**src/shared/rtc_timer_consts.svh**
```systemverilog
// Offsets, field positions, reset values and pulse widths of the alarm/countdown unit.
// Assumes a 5-bit register address and 8-bit register data.
// Behaviour
// Weekday match: bit7 disable, 6..3 zero, 2..0 day
// All enabled match fields first equal sets flag
// Disabled match fields are left out
// Flag sticky; resets only on next new match
// Alarm interrupt enable makes output follow flag
// Countdown 8 bits at 10h, control at 11h
// Tick select bits 4..3, default slowest
// Run bit2, irq enable bit1, reset zero
// Bit0 selects level or per-period pulse
// Counts down from reload; zero stops timer
// Period is count times tick period
// Expiry from one sets flag and reloads
// Reload write takes effect immediately
// Software stops timer before changing reload; the bench rewrites the reload (05h, 00h) while the timer runs
// Slow sources start on a 64 Hz tick
// Countdown flag set each expiry, software clears
// Countdown read returns live count
// Slow ticks include correction pulses
// Software selects slowest tick when idle
// Pulse width depends on source and count
// Flag clear releases level interrupt same cycle
`ifndef RTC_TIMER_CONSTS_SVH
`define RTC_TIMER_CONSTS_SVH

`define RTC_OFS_SEC_MATCH   5'h0b
`define RTC_OFS_WDAY_MATCH  5'h0f
`define RTC_OFS_RELOAD      5'h10
`define RTC_OFS_CTRL        5'h11

`define RTC_MATCH_RST       8'h80
`define RTC_WDAY_MASK       8'h87
`define RTC_RELOAD_RST      8'h00
`define RTC_CTRL_RST        8'h18
`define RTC_CTRL_MASK       8'h1f

`define RTC_DIS_BIT         7
`define RTC_TSEL_HI         4
`define RTC_TSEL_LO         3
`define RTC_RUN_BIT         2
`define RTC_IRQ_EN_BIT      1
`define RTC_PULSE_SEL_BIT   0

// Interrupt pulse widths, counted in 8192 Hz ticks
`define RTC_PW_FAST_ONE     8'h01
`define RTC_PW_FAST         8'h02
`define RTC_PW_MID_ONE      8'h40
`define RTC_PW_SLOW         8'h80

`endif

```
**src/shared/rtc_timer_pkg.sv**
```systemverilog
// Types shared by the alarm/countdown unit.
// Assumes nothing beyond the constants header.
package rtc_timer_pkg;

    typedef enum logic [1:0] {
        TSEL_4096 = 2'b00,
        TSEL_64   = 2'b01,
        TSEL_1HZ  = 2'b10,
        TSEL_1_60 = 2'b11
    } tick_sel_t;

    typedef enum logic [1:0] {
        CD_IDLE = 2'b00,
        CD_ARM  = 2'b01,
        CD_RUN  = 2'b10
    } cd_state_t;

endpackage

```
**src/rtl/alarm_match.sv**
```systemverilog
// Compares enabled alarm match fields with the running time.
// Assumes time fields and the advance strobe are on mclk.
`timescale 1ns/100ps
`include "rtc_timer_consts.svh"
module alarm_match #(
    parameter int NFIELD = 5
) (
    // Clock and reset
    input  wire logic                   mclk,
    input  wire logic                   rst,
    input  wire logic                   ce,
    // Match registers and current time, second first
    input  wire logic [NFIELD-1:0][7:0] match_regs,
    input  wire logic [NFIELD-1:0][6:0] cur_time,
    // Match event
    output logic                        hit
);
    import rtc_timer_pkg::*;

    typedef struct packed {
        logic prev;
        logic hit;
    } am_state_t;

    am_state_t          s_ff;
    am_state_t          nxt_s;
    logic [NFIELD-1:0]  field_ok;
    logic [NFIELD-1:0]  field_dis;
    logic               any_en;
    logic               match;

    genvar g;
    generate
        for (g = 0; g < NFIELD; g++)
        begin : g_cmp
            // A disabled field always agrees
            assign field_dis[g] = match_regs[g][`RTC_DIS_BIT];
            assign field_ok[g]  = field_dis[g] || (match_regs[g][6:0] == cur_time[g]);
        end
    endgenerate

    // With every field disabled there is no alarm at all
    assign any_en = ~&field_dis;
    assign match  = any_en && (&field_ok);

    always_comb
    begin
        nxt_s      = s_ff;
        nxt_s.prev = match;
        nxt_s.hit  = match && !s_ff.prev;
    end

    always_ff @(posedge mclk or posedge rst)
    begin
        if (rst)
            s_ff <= '0;
        else if (ce)
            s_ff <= nxt_s;
    end

    assign hit = s_ff.hit;
endmodule // alarm_match

```
**src/rtl/int_pulse_gen.sv**
```systemverilog
// Timer interrupt pulse, width chosen from source and reload count.
// Assumes tick_8192 is a one-cycle mclk pulse.
`timescale 1ns/100ps
`include "rtc_timer_consts.svh"
module int_pulse_gen (
    // Clock and reset
    input  wire logic                    mclk,
    input  wire logic                    rst,
    input  wire logic                    ce,
    // Control
    input  wire logic                    start,
    input  wire rtc_timer_pkg::tick_sel_t tsel,
    input  wire logic                    t_is_one,
    input  wire logic                    tick_8192,
    // Pulse
    output logic                         active
);
    import rtc_timer_pkg::*;

    typedef struct packed {
        logic       on;
        logic [7:0] cnt;
    } pg_state_t;

    pg_state_t  s_ff;
    pg_state_t  nxt_s;
    logic [7:0] width;

    always_comb
    begin
        unique case (tsel)
            TSEL_4096: width = t_is_one ? `RTC_PW_FAST_ONE : `RTC_PW_FAST;
            TSEL_64:   width = t_is_one ? `RTC_PW_MID_ONE : `RTC_PW_SLOW;
            TSEL_1HZ,
            TSEL_1_60: width = `RTC_PW_SLOW;
        endcase
    end

    always_comb
    begin
        nxt_s = s_ff;
        if (start)
        begin
            nxt_s.on  = 1'b1;
            nxt_s.cnt = width;
        end
        else if (s_ff.on && tick_8192)
        begin
            nxt_s.cnt = s_ff.cnt - 8'h01;
            nxt_s.on  = (s_ff.cnt != 8'h01);
        end
    end

    always_ff @(posedge mclk or posedge rst)
    begin
        if (rst)
            s_ff <= '0;
        else if (ce)
            s_ff <= nxt_s;
    end

    assign active = s_ff.on;
endmodule // int_pulse_gen

```
**src/rtl/rtc_alarm_timer.sv**
```systemverilog
// Alarm match registers, countdown timer and interrupt output of the clock/calendar.
// Assumes the serial slave delivers one-cycle register strobes and that all
// prescaler ticks and time fields come from logic on mclk.
`timescale 1ns/100ps
`include "rtc_timer_consts.svh"
module rtc_alarm_timer (
    // Clock, reset, enable
    input  wire logic       mclk,
    input  wire logic       rst,
    input  wire logic       ce,
    // Register port from the serial slave
    input  wire logic       reg_wr,
    input  wire logic       reg_rd,
    input  wire logic [4:0] reg_addr,
    input  wire logic [7:0] reg_wdata,
    output logic      [7:0] reg_rdata,
    // Running time, BCD
    input  wire logic [6:0] cur_sec,
    input  wire logic [6:0] cur_min,
    input  wire logic [6:0] cur_hour,
    input  wire logic [6:0] cur_day,
    input  wire logic [6:0] cur_wday,
    // Prescaler ticks, one cycle each
    input  wire logic       tick_8192,
    input  wire logic       tick_4096,
    input  wire logic       tick_64,
    input  wire logic       tick_1hz,
    input  wire logic       tick_1_60,
    // Control bits held elsewhere
    input  wire logic       alarm_irq_en,
    input  wire logic       alarm_flag_clr,
    input  wire logic       countdown_flag_clr,
    // Status and interrupt
    output logic            alarm_hit_flag,
    output logic            countdown_flag,
    output logic            int_n
);
    import rtc_timer_pkg::*;

    typedef struct packed {
        logic [4:0][7:0] match;
        logic [7:0]      reload;
        logic [7:0]      ctrl;
        logic [7:0]      cnt;
        cd_state_t       state;
        logic            alarm_flag;
        logic            cd_flag;
        logic [7:0]      rdata;
    } top_state_t;

    top_state_t s_ff;
    top_state_t nxt_s;

    logic       wr_match;
    logic       wr_reload;
    logic       wr_ctrl;
    logic [2:0] match_idx;
    logic       run;
    logic       cd_irq_en;
    logic       pulse_sel;
    tick_sel_t  tsel;
    logic       sel_tick;
    logic       slow_src;
    logic       fire;
    logic       alarm_hit;
    logic       pulse_on;
    logic       alarm_eff;
    logic       cd_eff;
    logic       cd_irq;
    logic [7:0] live_read;

    // Register decode
    assign match_idx = 3'(reg_addr - `RTC_OFS_SEC_MATCH);
    assign wr_match  = reg_wr && (reg_addr >= `RTC_OFS_SEC_MATCH) && (reg_addr <= `RTC_OFS_WDAY_MATCH);
    assign wr_reload = reg_wr && (reg_addr == `RTC_OFS_RELOAD);
    assign wr_ctrl   = reg_wr && (reg_addr == `RTC_OFS_CTRL);

    // Control fields
    assign run       = s_ff.ctrl[`RTC_RUN_BIT];
    assign cd_irq_en = s_ff.ctrl[`RTC_IRQ_EN_BIT];
    assign pulse_sel = s_ff.ctrl[`RTC_PULSE_SEL_BIT];
    assign tsel      = tick_sel_t'(s_ff.ctrl[`RTC_TSEL_HI:`RTC_TSEL_LO]);
    assign slow_src  = (tsel == TSEL_1HZ) || (tsel == TSEL_1_60);

    // Slow ticks arrive already stretched or shortened by offset correction
    always_comb
    begin
        unique case (tsel)
            TSEL_4096: sel_tick = tick_4096;
            TSEL_64:   sel_tick = tick_64;
            TSEL_1HZ:  sel_tick = tick_1hz;
            TSEL_1_60: sel_tick = tick_1_60;
        endcase
    end

    // Expiry: a decrement from one, or from a count left zero by a racing write
    assign fire = (s_ff.state == CD_RUN) && run && (s_ff.reload != 8'h00) && sel_tick
                  && (s_ff.cnt <= 8'h01) && !wr_reload;

    always_comb
    begin
        live_read = 8'h00;
        if ((reg_addr >= `RTC_OFS_SEC_MATCH) && (reg_addr <= `RTC_OFS_WDAY_MATCH))
            live_read = s_ff.match[match_idx];
        else if (reg_addr == `RTC_OFS_RELOAD)
            live_read = s_ff.cnt;
        else if (reg_addr == `RTC_OFS_CTRL)
            live_read = s_ff.ctrl & `RTC_CTRL_MASK;
    end

    always_comb
    begin
        nxt_s = s_ff;

        if (reg_rd)
            nxt_s.rdata = live_read;

        if (wr_match)
        begin
            if (reg_addr == `RTC_OFS_WDAY_MATCH)
                nxt_s.match[match_idx] = reg_wdata & `RTC_WDAY_MASK;
            else
                nxt_s.match[match_idx] = reg_wdata;
        end

        if (wr_ctrl)
            nxt_s.ctrl = reg_wdata & `RTC_CTRL_MASK;

        // Countdown sequencing
        unique case (s_ff.state)
            CD_IDLE:
            begin
                if (run && s_ff.reload != 8'h00)
                begin
                    nxt_s.cnt   = s_ff.reload;
                    // Counting starts on a tick boundary, so with a fast source the first period is never short:
                    // fast sources align to their own tick, slow ones to the 64 Hz grid
                    nxt_s.state = CD_ARM;
                end
            end
            CD_ARM:
            begin
                if (!run || s_ff.reload == 8'h00)
                    nxt_s.state = CD_IDLE;
                else if (slow_src ? tick_64 : sel_tick)
                    nxt_s.state = CD_RUN;
            end
            CD_RUN:
            begin
                if (!run || s_ff.reload == 8'h00)
                    nxt_s.state = CD_IDLE;
                else if (fire)
                    nxt_s.cnt = s_ff.reload;
                else if (sel_tick)
                    nxt_s.cnt = s_ff.cnt - 8'h01;
            end
            default:
                nxt_s.state = CD_IDLE;
        endcase

        // A reload write lands in the live count at once, racing the tick
        if (wr_reload)
        begin
            nxt_s.reload = reg_wdata;
            nxt_s.cnt    = reg_wdata;
        end

        // Set wins over a clear arriving in the same cycle
        nxt_s.alarm_flag = alarm_hit || (s_ff.alarm_flag && !alarm_flag_clr);
        nxt_s.cd_flag    = fire || (s_ff.cd_flag && !countdown_flag_clr);
    end

    always_ff @(posedge mclk or posedge rst)
    begin
        if (rst)
        begin
            s_ff        <= '0;
            s_ff.match  <= {5{`RTC_MATCH_RST}};
            s_ff.reload <= `RTC_RELOAD_RST;
            s_ff.ctrl   <= `RTC_CTRL_RST;
            s_ff.state  <= CD_IDLE;
        end
        else if (ce)
            s_ff <= nxt_s;
    end

    alarm_match #(
        .NFIELD     (5)
    ) u_alarm (
        .mclk       (mclk),
        .rst        (rst),
        .ce         (ce),
        .match_regs (s_ff.match),
        .cur_time   ({cur_wday, cur_day, cur_hour, cur_min, cur_sec}),
        .hit        (alarm_hit)
    );

    int_pulse_gen u_pulse (
        .mclk      (mclk),
        .rst       (rst),
        .ce        (ce),
        .start     (fire && ce),
        .tsel      (tsel),
        .t_is_one  (s_ff.reload == 8'h01),
        .tick_8192 (tick_8192),
        .active    (pulse_on)
    );

    // A clear drops the level in its own cycle rather than one later
    assign alarm_eff = s_ff.alarm_flag && !alarm_flag_clr;
    assign cd_eff    = s_ff.cd_flag && !countdown_flag_clr;
    assign cd_irq    = cd_irq_en && (pulse_sel ? pulse_on : cd_eff);
    assign int_n     = !((alarm_irq_en && alarm_eff) || cd_irq);

    assign alarm_hit_flag = s_ff.alarm_flag;
    assign countdown_flag = s_ff.cd_flag;
    assign reg_rdata      = s_ff.rdata;
endmodule // rtc_alarm_timer

```
**config.mk**
```make
export PLATFORM = sky130hd
export DESIGN_NAME = rtc_alarm_timer
export DESIGN_NICKNAME = d
export VERILOG_FILES = /design/src/shared/rtc_timer_pkg.sv /design/src/rtl/alarm_match.sv /design/src/rtl/int_pulse_gen.sv /design/src/rtl/rtc_alarm_timer.sv
export VERILOG_INCLUDE_DIRS = /design/src /design/src/shared
export SDC_FILE = /design/constraint.sdc
export NUM_CORES = 1
export LEC_CHECK = 0
export ABC_CLOCK_PERIOD_IN_PS = 2800
export BUFFER_PORTS_ARGS = -buffer_cell sky130_fd_sc_hd__buf_2
export CORE_MARGIN = 8
export CORE_UTILIZATION = 50
export DETAILED_ROUTE_END_ITERATION = 10
export GPL_TIMING_DRIVEN = 1
export PLACE_DENSITY_LB_ADDON = 0.1
export SLEW_MARGIN = 30
export SYNTH_ARGS = -nofsm -noshare
export SYNTH_HDL_FRONTEND = slang
export SYNTH_HIERARCHICAL = 1
export SYNTH_SLANG_ARGS = --single-unit
```
**constraint.sdc**
```tcl
create_clock -name mclk -period 2.8 [get_ports mclk]
set_input_delay 0.28 -clock mclk [delete_from_list [all_inputs] [get_ports mclk]]
set_output_delay 0.28 -clock mclk [all_outputs]
set_load 0.005 [all_outputs]
```
# Word-level counts from Yosys, hierarchy flattened
# Cells that the tools add are included.
# Widths: inputs -> output; s select.
[word_totals] elab_cells=126 inputBits=61 out_inout_bits=11 reg_bits=84
[classes] reduce_logical=53 n_eq_ne=21 order_cmp=5 addsub=3 mux=28
[op_table] op="$bwmux 40" n=2
[op_table] op="$mux 8" n=9
[op_table] op="$mux 40" n=1
[op_table] op="$eq 7x7->1" n=5
[op_table] op="$bmux 8 s3" n=1
[op_table] op="$demux 8 s3" n=1
[op_table] op="$pmux 8 s3" n=1
[op_table] op="$logic_and 1x1->1" n=20
[op_table] op="$mux 9" n=2
[op_table] op="$pmux 8 s2" n=1
[op_table] op="$sub 8x1->8 const B" n=2
[op_table] op="$reduce_and 5->1" n=3
[op_table] op="$eq 5x5->1 const B" n=2
[op_table] op="$logic_or 1x1->1" n=10
[op_table] op="$mux 10" n=1
[op_table] op="$reduce_and 2->1" n=5
[op_table] op="$ne 3x3->1 const B" n=3
[op_table] op="$eq 8x1->1 const B" n=1
[op_table] op="$le 8x1->1 const B" n=1
[op_table] op="$logic_not 8->1" n=1
[op_table] op="$mux 2" n=4
[op_table] op="$ne 8x1->1 const B" n=1
[op_table] op="$reduce_bool 8->1" n=1
[op_table] op="$logic_not 1->1" n=7
[op_table] op="20 further kinds" n=25

# Longest topological paths before layout
# Gate-level depths: netlist of the first run.
[depth] depth_word=10 ltp_mapped=13 ltp_nobuf=9

# By module
# Netlist of the first run, hierarchy kept.
[modules_own_cells] module="rtc_alarm_timer" seq_area_each_um2=1835.5 n_inst=1 cells_per_inst=367 area_each_um2=4065.1
[modules_own_cells] module="int_pulse_gen" seq_area_each_um2=225.2 n_inst=1 cells_per_inst=67 area_each_um2=596.8
[modules_own_cells] module="alarm_match" seq_area_each_um2=50.0 n_inst=1 cells_per_inst=56 area_each_um2=491.7

# Least setup slack after synthesis of the first run
# OpenSTA, ideal clock, no wires.
[synth_path] kind="input -> register" from="in reg_addr[0]" to="reg u_pulse/s_ff[5] (netlist name)" arrival_ns=2.729 slack_ns=-0.033 path_stages=12 n_path_buf=3 required_ns=2.696 path_cell_list="buf_2 buf_2 inv_1 ha_1 and4bb_2 buf_2 nand2_1 nand2_1 nor3_1 a21oi_1 or4_1 o311ai_1"
[synth_between] elab_chain_cells=7
[synth_lines] element="start, declared" line_no="rtc_alarm_timer.sv:14" text="input wire logic [4:0] reg_addr,"
[synth_lines] element="$eq 5x5->1 (no line) (*)"
[synth_lines] element="$logic_and 1x1->1 (*)" line_no="rtc_alarm_timer.sv:75" text="assign wr_reload = reg_wr && (reg_addr == `RTC_OFS_RELOAD);"
[synth_lines] element="$logic_not 1->1 (*)" line_no="rtc_alarm_timer.sv:98" text="&& (s_ff.cnt <= 8'h01) && !wr_reload;"
[synth_lines] element="$logic_and 1x1->1 (*)" line_no="rtc_alarm_timer.sv:98"
[synth_lines] element="$logic_and 1x1->1 (*)" line_no="rtc_alarm_timer.sv:202" text=".start (fire && ce),"
[synth_lines] element="$reduce_bool 2->1 (no line)"
[synth_lines] element="$reduce_and 2->1 (no line)"
[synth_lines] element="end signal, assigned" line_no="int_pulse_gen.sv:59" text="s_ff <= nxt_s;"
[synth_lines] element="end, declared" line_no="int_pulse_gen.sv:25" text="pg_state_t s_ff;"
# Mark *: on every way between the ends. The rest lies on a longest branch, timed or not.
# A chain may end at the register's enable or synchronous reset.

# Worst setup path in the final report of the first run
[layout_path] from="reg s_ff[35] (netlist name)" to="reg u_pulse/s_ff[6] (netlist name)"
[layout_between] elab_chain_cells=8
[layout_lines] element="start, declared" line_no="rtc_alarm_timer.sv:51" text="top_state_t s_ff;"
[layout_lines] element="start signal, assigned" line_no="rtc_alarm_timer.sv:184" text="s_ff <= nxt_s;"
[layout_lines] element="$reduce_bool 8->1" line_no="rtc_alarm_timer.sv:97" text="assign fire = (s_ff.state == CD_RUN) && run && (s_ff.reload != 8'h00) && sel_tick"
[layout_lines] element="$logic_and 1x1->1 (2 in series)" line_no="rtc_alarm_timer.sv:97"
[layout_lines] element="$logic_and 1x1->1 (2 in series)" line_no="rtc_alarm_timer.sv:98"
[layout_lines] element="$logic_and 1x1->1" line_no="rtc_alarm_timer.sv:202"
[layout_lines] element="$reduce_bool 2->1 (no line)"
[layout_lines] element="$reduce_and 2->1 (no line)"
# Several ways; a longest one is shown, not always the timed one.

==> impl_metrics.toml, run 1 <==
[run_status]
outcome = "completed"

[layout]
nets = 625
fin_util = 0.576
n_fill_cell = 933
drive_gt1_frac = 0.327
n_antenna_cell = 0
syn_to_final_growth_pct = 13.7

[worst_setup_path]
cp_slowest_cell = "or4_1"
worstPathArrival_ns = 2.82
crit_type = "flip-flop to flip-flop"
worstPathMaxFanout = 8
worst_path_largest_cell_delay_ns = 0.63
rr_worst_depth = 7
cp-end-kind = "flip-flop"
path_common_cell = "or4_1"
crit_path_cell_trace = "or4_1, o211a_2, nand2_1, nor3_4, nand2b_1, or4_1, nand4_1"
critPathRequiredTime_ns = 3.09
startpoint_type = "flip-flop"

[placement]
io_buffer_count = 71
gp_routability_congestion = 0.954
dp_hpwl_um = 10600

[yosys]
synth_top_family_by_area = "multiplexers"
yosysWarnings = 6
synth_area_leader_cell = "dfrtp_1"
synth_nets = 558
avgSynthCellArea_um2 = 10.5
ys_async_sr_fraction = 1.00
synth_area_mm2 = 0.00515
synth-simple-area-share = 0.143
synth_top_area_frac = 0.374
ys_ff_latch = 84
synth_flop_cell = "dfrtp_1"
synth_compound_area_frac = 0.154
synth_most_common_cell = "dfrtp_1"
ys_types = 76
synth_mux_area_frac = 0.160
synthAdderAreaFrac = 0.0170
synth_area_leaders = "dfrtp_1 37%, mux2_2 11%, xor2_1 3.7%"
synth_edf_count = 0
synthXorXnorAreaFrac = 0.0711
ys_seq_area_frac = 0.410
ys_top_cells_by_count = "77 x dfrtp_1, 49 x mux2_2, 32 x nand2_1"
syn-instance-count = 490

[sta]
setup_viol = 0
fin_tns_setup_ns = 0
period_share = 0.902
max_freq_mhz = 396
rsz0062_at_grt = "false"
slew_violations = 0
finalHoldViolCount = 0
fin_skew_ns = 0.00677
max_slew_margin = 0.506
worstMarginPinSlew_ns = 0.740
fin_crit_ns = 2.53

[floorplanning]
initial_core_util = 0.506
die_h_um = 118
design.core.area_mm2 = 0.0102
io_pins = 72
die-width_um = 118
dieArea_mm2 = 0.0138
row_count = 37

[grt]
overflow = 0
grt_pass1_wl_um = 23300
grt_pass1_vias = 4312
use_met2 = 0.324
antenna_found_initial = 0
grt_max_degree = 42
grt_use_met3 = 0.0326
grt_busiest_layer = "met2"
gr-usage-met1 = 0.290
grt_usage = 0.208

[clock_tree]
cts_num_sinks = 84
cts_buffer_depth = 2
clk_pin_slew_ns = 0.09
root_buffer = "clkbuf_8"
clock_latency_ns = 0.36
cts_tree = "built"
cts_buffers = 9
htreeDepth = 3

[power]
ir_drop_mv = 0.347
p_clk_frac = 0.304
seqPwrFrac = 0.459
power.leakage_uw = 0.00266
power_frac_comb = 0.237
p_per_area_mw_per_mm2 = 580
intPower_uw = 2330
power.share.switching = 0.314
p_sw_uw = 1070

[min_path]
min_path_cells = 2
hold_path_class = "primary input to flip-flop"

[detailed_routing]
post_drt_wl_per_cell_um = 20.2
vias = 4142
routed_via_density = 5.93
wirelength_um = 14100
dr.pass1.iters = 5
drt_iter0_markers = 280
route.detailed.drc = 0
ant_nets = 0

[job]
maxCapViolCount = 0
[path summary, 6_finish.rpt]
kind / slack, ns / endpoint / start
hold reg to reg: 0.48 / u_alarm/hit / u_alarm/s_ff[1]
setup reg to reg: 0.27 / u_pulse/s_ff[6] / s_ff[35]
max in group asynchronous: 1.43 / asynchronous set/reset pin / rst
setup / recovery: 0.27 / u_pulse/s_ff[6] / s_ff[35]
min in group asynchronous: 0.35 / u_alarm/s_ff[1] / rst
hold / removal: 0.18 / s_ff[34] / reg_wdata[6]
[per-layer routing]
layer  wire [µm]  up-vias
met3         810       17
met5           0        -
met2        6540      140
li1            -     1942
met1        6610     2043
met4         172        0
[critical path, delay by kind of cell, from the launching register on]
family	cells	cell delay (ns)
compound gates	1	0.38
flops	1	0.43
simple gates	6	1.65
[final cells by class]
class / instances / area [µm²] / area share
repair buffers: 82 / 453 / 0.0773
multi-input cells: 361 / 2820 / 0.481
clock buffers: 13 / 169 / 0.0288
well taps: 136 / 170 / 0.0290
inverters: 19 / 71.3 / 0.0122
flip-flops and latches: 84 / 2110 / 0.360
clock inverters: 3 / 67.6 / 0.0115
[logic make-up after synthesis]
logic type | Yosys count
simple gates | 128
compound gates | 114
flops | 84
mux | 71
buf+inv | 45
xor+xnor | 41
fa+ha+maj | 7
[power by group through the flow]
stage,sequential [µW],clock (µW),combinational [µW]
floorplan,1510,0,593
global placement,1580,0,779
detailed placement,1580,0,790
CTS,1560,1050,800
global route,1590,1100,888
finish,1560,1030,806
[placed cells by master, fill, tap and decap left out, drive strengths merged, types with 8 or more instances in the layout]
| master | netlist | layout |
|---|---|---|
| dfrtp | 77 | 77 |
| buf | 17 | 81 |
| inv | 19 | 19 |
| nand3 | 10 | 10 |
| nor4 | 12 | 12 |
| a21oi | 23 | 23 |
| nor2 | 23 | 23 |
| mux2i | 13 | 13 |
| nand2 | 32 | 32 |
| xor2 | 23 | 23 |
| mux2 | 57 | 57 |
| and2 | 8 | 8 |
| xnor2 | 18 | 18 |
| clkbuf | 9 | 13 |
| o21ai | 26 | 26 |
[repair_timing]
action / 4_1_cts / 5_1_grt
endpoints found under the hold margin: 11 / 0
gates resized for setup: 0 / 1
hold buffers: 1 / 0
endpoints found under the setup margin: 0 / 1
setup buffers: 0 / 0
[through the flow]
step / hold slack, ns / setup WS [ns] / power [µW] / std cells / cell area (µm²)
3_3_place_gp: 0.161 / 0.256 / 2360 / 681 / 5610
4_1_cts: 0.180 / 0.239 / 3400 / 698 / 5860
3_5_place_dp: 0.167 / 0.151 / 2370 / 681 / 5610
6_report: 0.182 / 0.275 / 3400 / 698 / 5860
2_1_floorplan: 0.0212 / 0.0625 / 2100 / 490 / 5160
5_1_grt: 0.185 / 0.104 / 3570 / 698 / 5860
Note: power is estimated with default switching activity, not from simulation.
==> inputs of run 2 (changes only) <==
--- a/config.mk
+++ b/config.mk
@@ -12,7 +12,7 @@
 export CORE_UTILIZATION = 50
 export DETAILED_ROUTE_END_ITERATION = 10
 export GPL_TIMING_DRIVEN = 1
-export PLACE_DENSITY_LB_ADDON = 0.1
+export PLACE_DENSITY = 0.73
 export SLEW_MARGIN = 30
 export SYNTH_ARGS = -nofsm -noshare
 export SYNTH_HDL_FRONTEND = slang
==> run 2 against run 1 <==
Fmax up 4.1%. Via count up 1.8%. Clock skew up 0.0054 ns. Register-to-register slack better by 0.10 ns. Flip-flop and latch count unchanged.
==> impl_metrics.toml, run 2 (synthesis gave the netlist of run 1 again) <==
[clock_tree]
root_buffer = "clkbuf_8"
cts_tree = "built"
cts_buffer_depth = 2
post-cts-setup-buffers = 0
cts_num_sinks = 84
htreeDepth = 3
clock_latency_ns = 0.36
cts_buffers = 9
clk_pin_slew_ns = 0.08

[detailed_routing]
post_drt_wl_per_cell_um = 20.7
route.detailed.drc = 0
ant_nets = 0
wirelength_um = 14400
vias = 4217
drt_iter0_markers = 461
routed_via_density = 6.05
dr.pass1.iters = 6

[placement]
gp_routability_congestion = 0.940
io_buffer_count = 71
dp_hpwl_um = 10800

[run_status]
outcome = "completed"

[power]
ir_drop_mv = 0.271
p_per_area_mw_per_mm2 = 553
power.leakage_uw = 0.00262
finalPower_uw = 3210

[worst_setup_path]
worstPathMaxFanout = 6
r2r-end = "u_pulse/s_ff[6]"
rr_worst_depth = 7
reg2reg_slack_ns = 0.37
r2r_start = "s_ff[35]"
worstPathArrival_ns = 2.72
crit_type = "flip-flop to flip-flop"
critPathRequiredTime_ns = 3.09
startpoint_type = "flip-flop"
cp-end-kind = "flip-flop"

[sta]
fin_skew_ns = 0.0121
fin_tns_setup_ns = 0
slew_violations = 0
max_freq_mhz = 412
setup_viol = 0
max_slew_margin = 0.579
fin_crit_ns = 2.43
worstMarginPinSlew_ns = 0.628
rsz0062_at_grt = "false"
finalHoldViolCount = 0
period_share = 0.866

[min_path]
min_path_cells = 2
hold_path_end = "s_ff[33]"
hold_path_class = "primary input to flip-flop"
holdCritStartpoint = "reg_wdata[5]"

[grt]
grt_max_degree = 34
grt_usage = 0.208
overflow = 0
grt_pass1_vias = 4308
grt_pass1_wl_um = 23300
antenna_found_initial = 1

[floorplanning]
io_pins = 72
design.core.area_mm2 = 0.0102
dieArea_mm2 = 0.0138
die-width_um = 118
row_count = 37
die_h_um = 118
initial_core_util = 0.506

[layout]
fin_util = 0.570
layout_common_cells = "77 x dfrtp_1, 71 x buf_2, 49 x mux2_2, 32 x nand2_1, 25 x o21ai_0"
n_fill_cell = 904
drive_gt1_frac = 0.326
syn_to_final_growth_pct = 12.6
mostFrequentLayoutCell = "dfrtp_1"
n_antenna_cell = 0
nets = 624

[job]
maxCapViolCount = 0
## run 2: cell types whose count changed in the layout (fill, tap and decap cells not counted), sizes merged
cell      delta
clkinv       +1
buf          -1
bufinv       -2
clkinvlp     +1
## run 2: per-stage QoR
step	hold slack [ns]	setup slack, ns	instances	instance area (µm²)
2_1_floorplan	0.0212	0.0625	490	5160
3_3_place_gp	0.163	0.446	680	5600
3_5_place_dp	0.172	0.400	680	5600
4_1_cts	0.195	0.413	697	5800
5_1_grt	0.200	0.264	697	5800
6_report	0.202	0.374	697	5800
## run 2: worst max-delay path, stage by stage (launching register included)
cell	delay (ns)
dfrtp_1	0.41
or4_1	0.60
o211a_2	0.36
nand2_1	0.10
nor3_2	0.05
nand2b_1	0.24
or4_1	0.51
nand4_1	0.09
## run 2: worst max-delay path by stage
stage          depth (start not counted)              end  slack [ns]         from
2_1_floorplan                         12  u_pulse/s_ff[5]        0.06  reg_addr[0]
3_3_place_gp                           7  u_pulse/s_ff[6]        0.45     s_ff[28]
3_5_place_dp                           6        flip-flop        0.40  reg_addr[0]
4_1_cts                                7  u_pulse/s_ff[6]        0.41     s_ff[35]
5_1_grt                                9  u_pulse/s_ff[7]        0.26     s_ff[12]
6_report                               7  u_pulse/s_ff[6]        0.37     s_ff[35]
## run 2: final cells by class
| type | instances | area, µm² | area share |
|---|---|---|---|
| timing repair buffer | 81 | 445 | 0.0768 |
| sequential | 84 | 2110 | 0.364 |
| tap | 136 | 170 | 0.0293 |
| clock buffer | 13 | 169 | 0.0291 |
| inverter | 19 | 71.3 | 0.0123 |
| clock inverter | 3 | 20.0 | 0.00345 |
| multi-input combinational | 361 | 2810 | 0.485 |
## run 2: repair_timing
item,in CTS,in global routing
hold buffers,1,0
hold endpoints to repair,20,0
resized for setup,0,0
## run 2: per-layer routing
layer  up-vias  track usage  share of wire
li1       1940            -              -
met1      2048        0.273           0.43
met2       198        0.329           0.47
met3        29       0.0470          0.082
met4         2       0.0761          0.025
met5         -            0        0.00090
## run 2: report_power, final
part	total (µW)	switching (µW)	internal (µW)
clock	843	449	395
combinational	786	409	377
sequential	1580	205	1370
total	3210	1060	2140
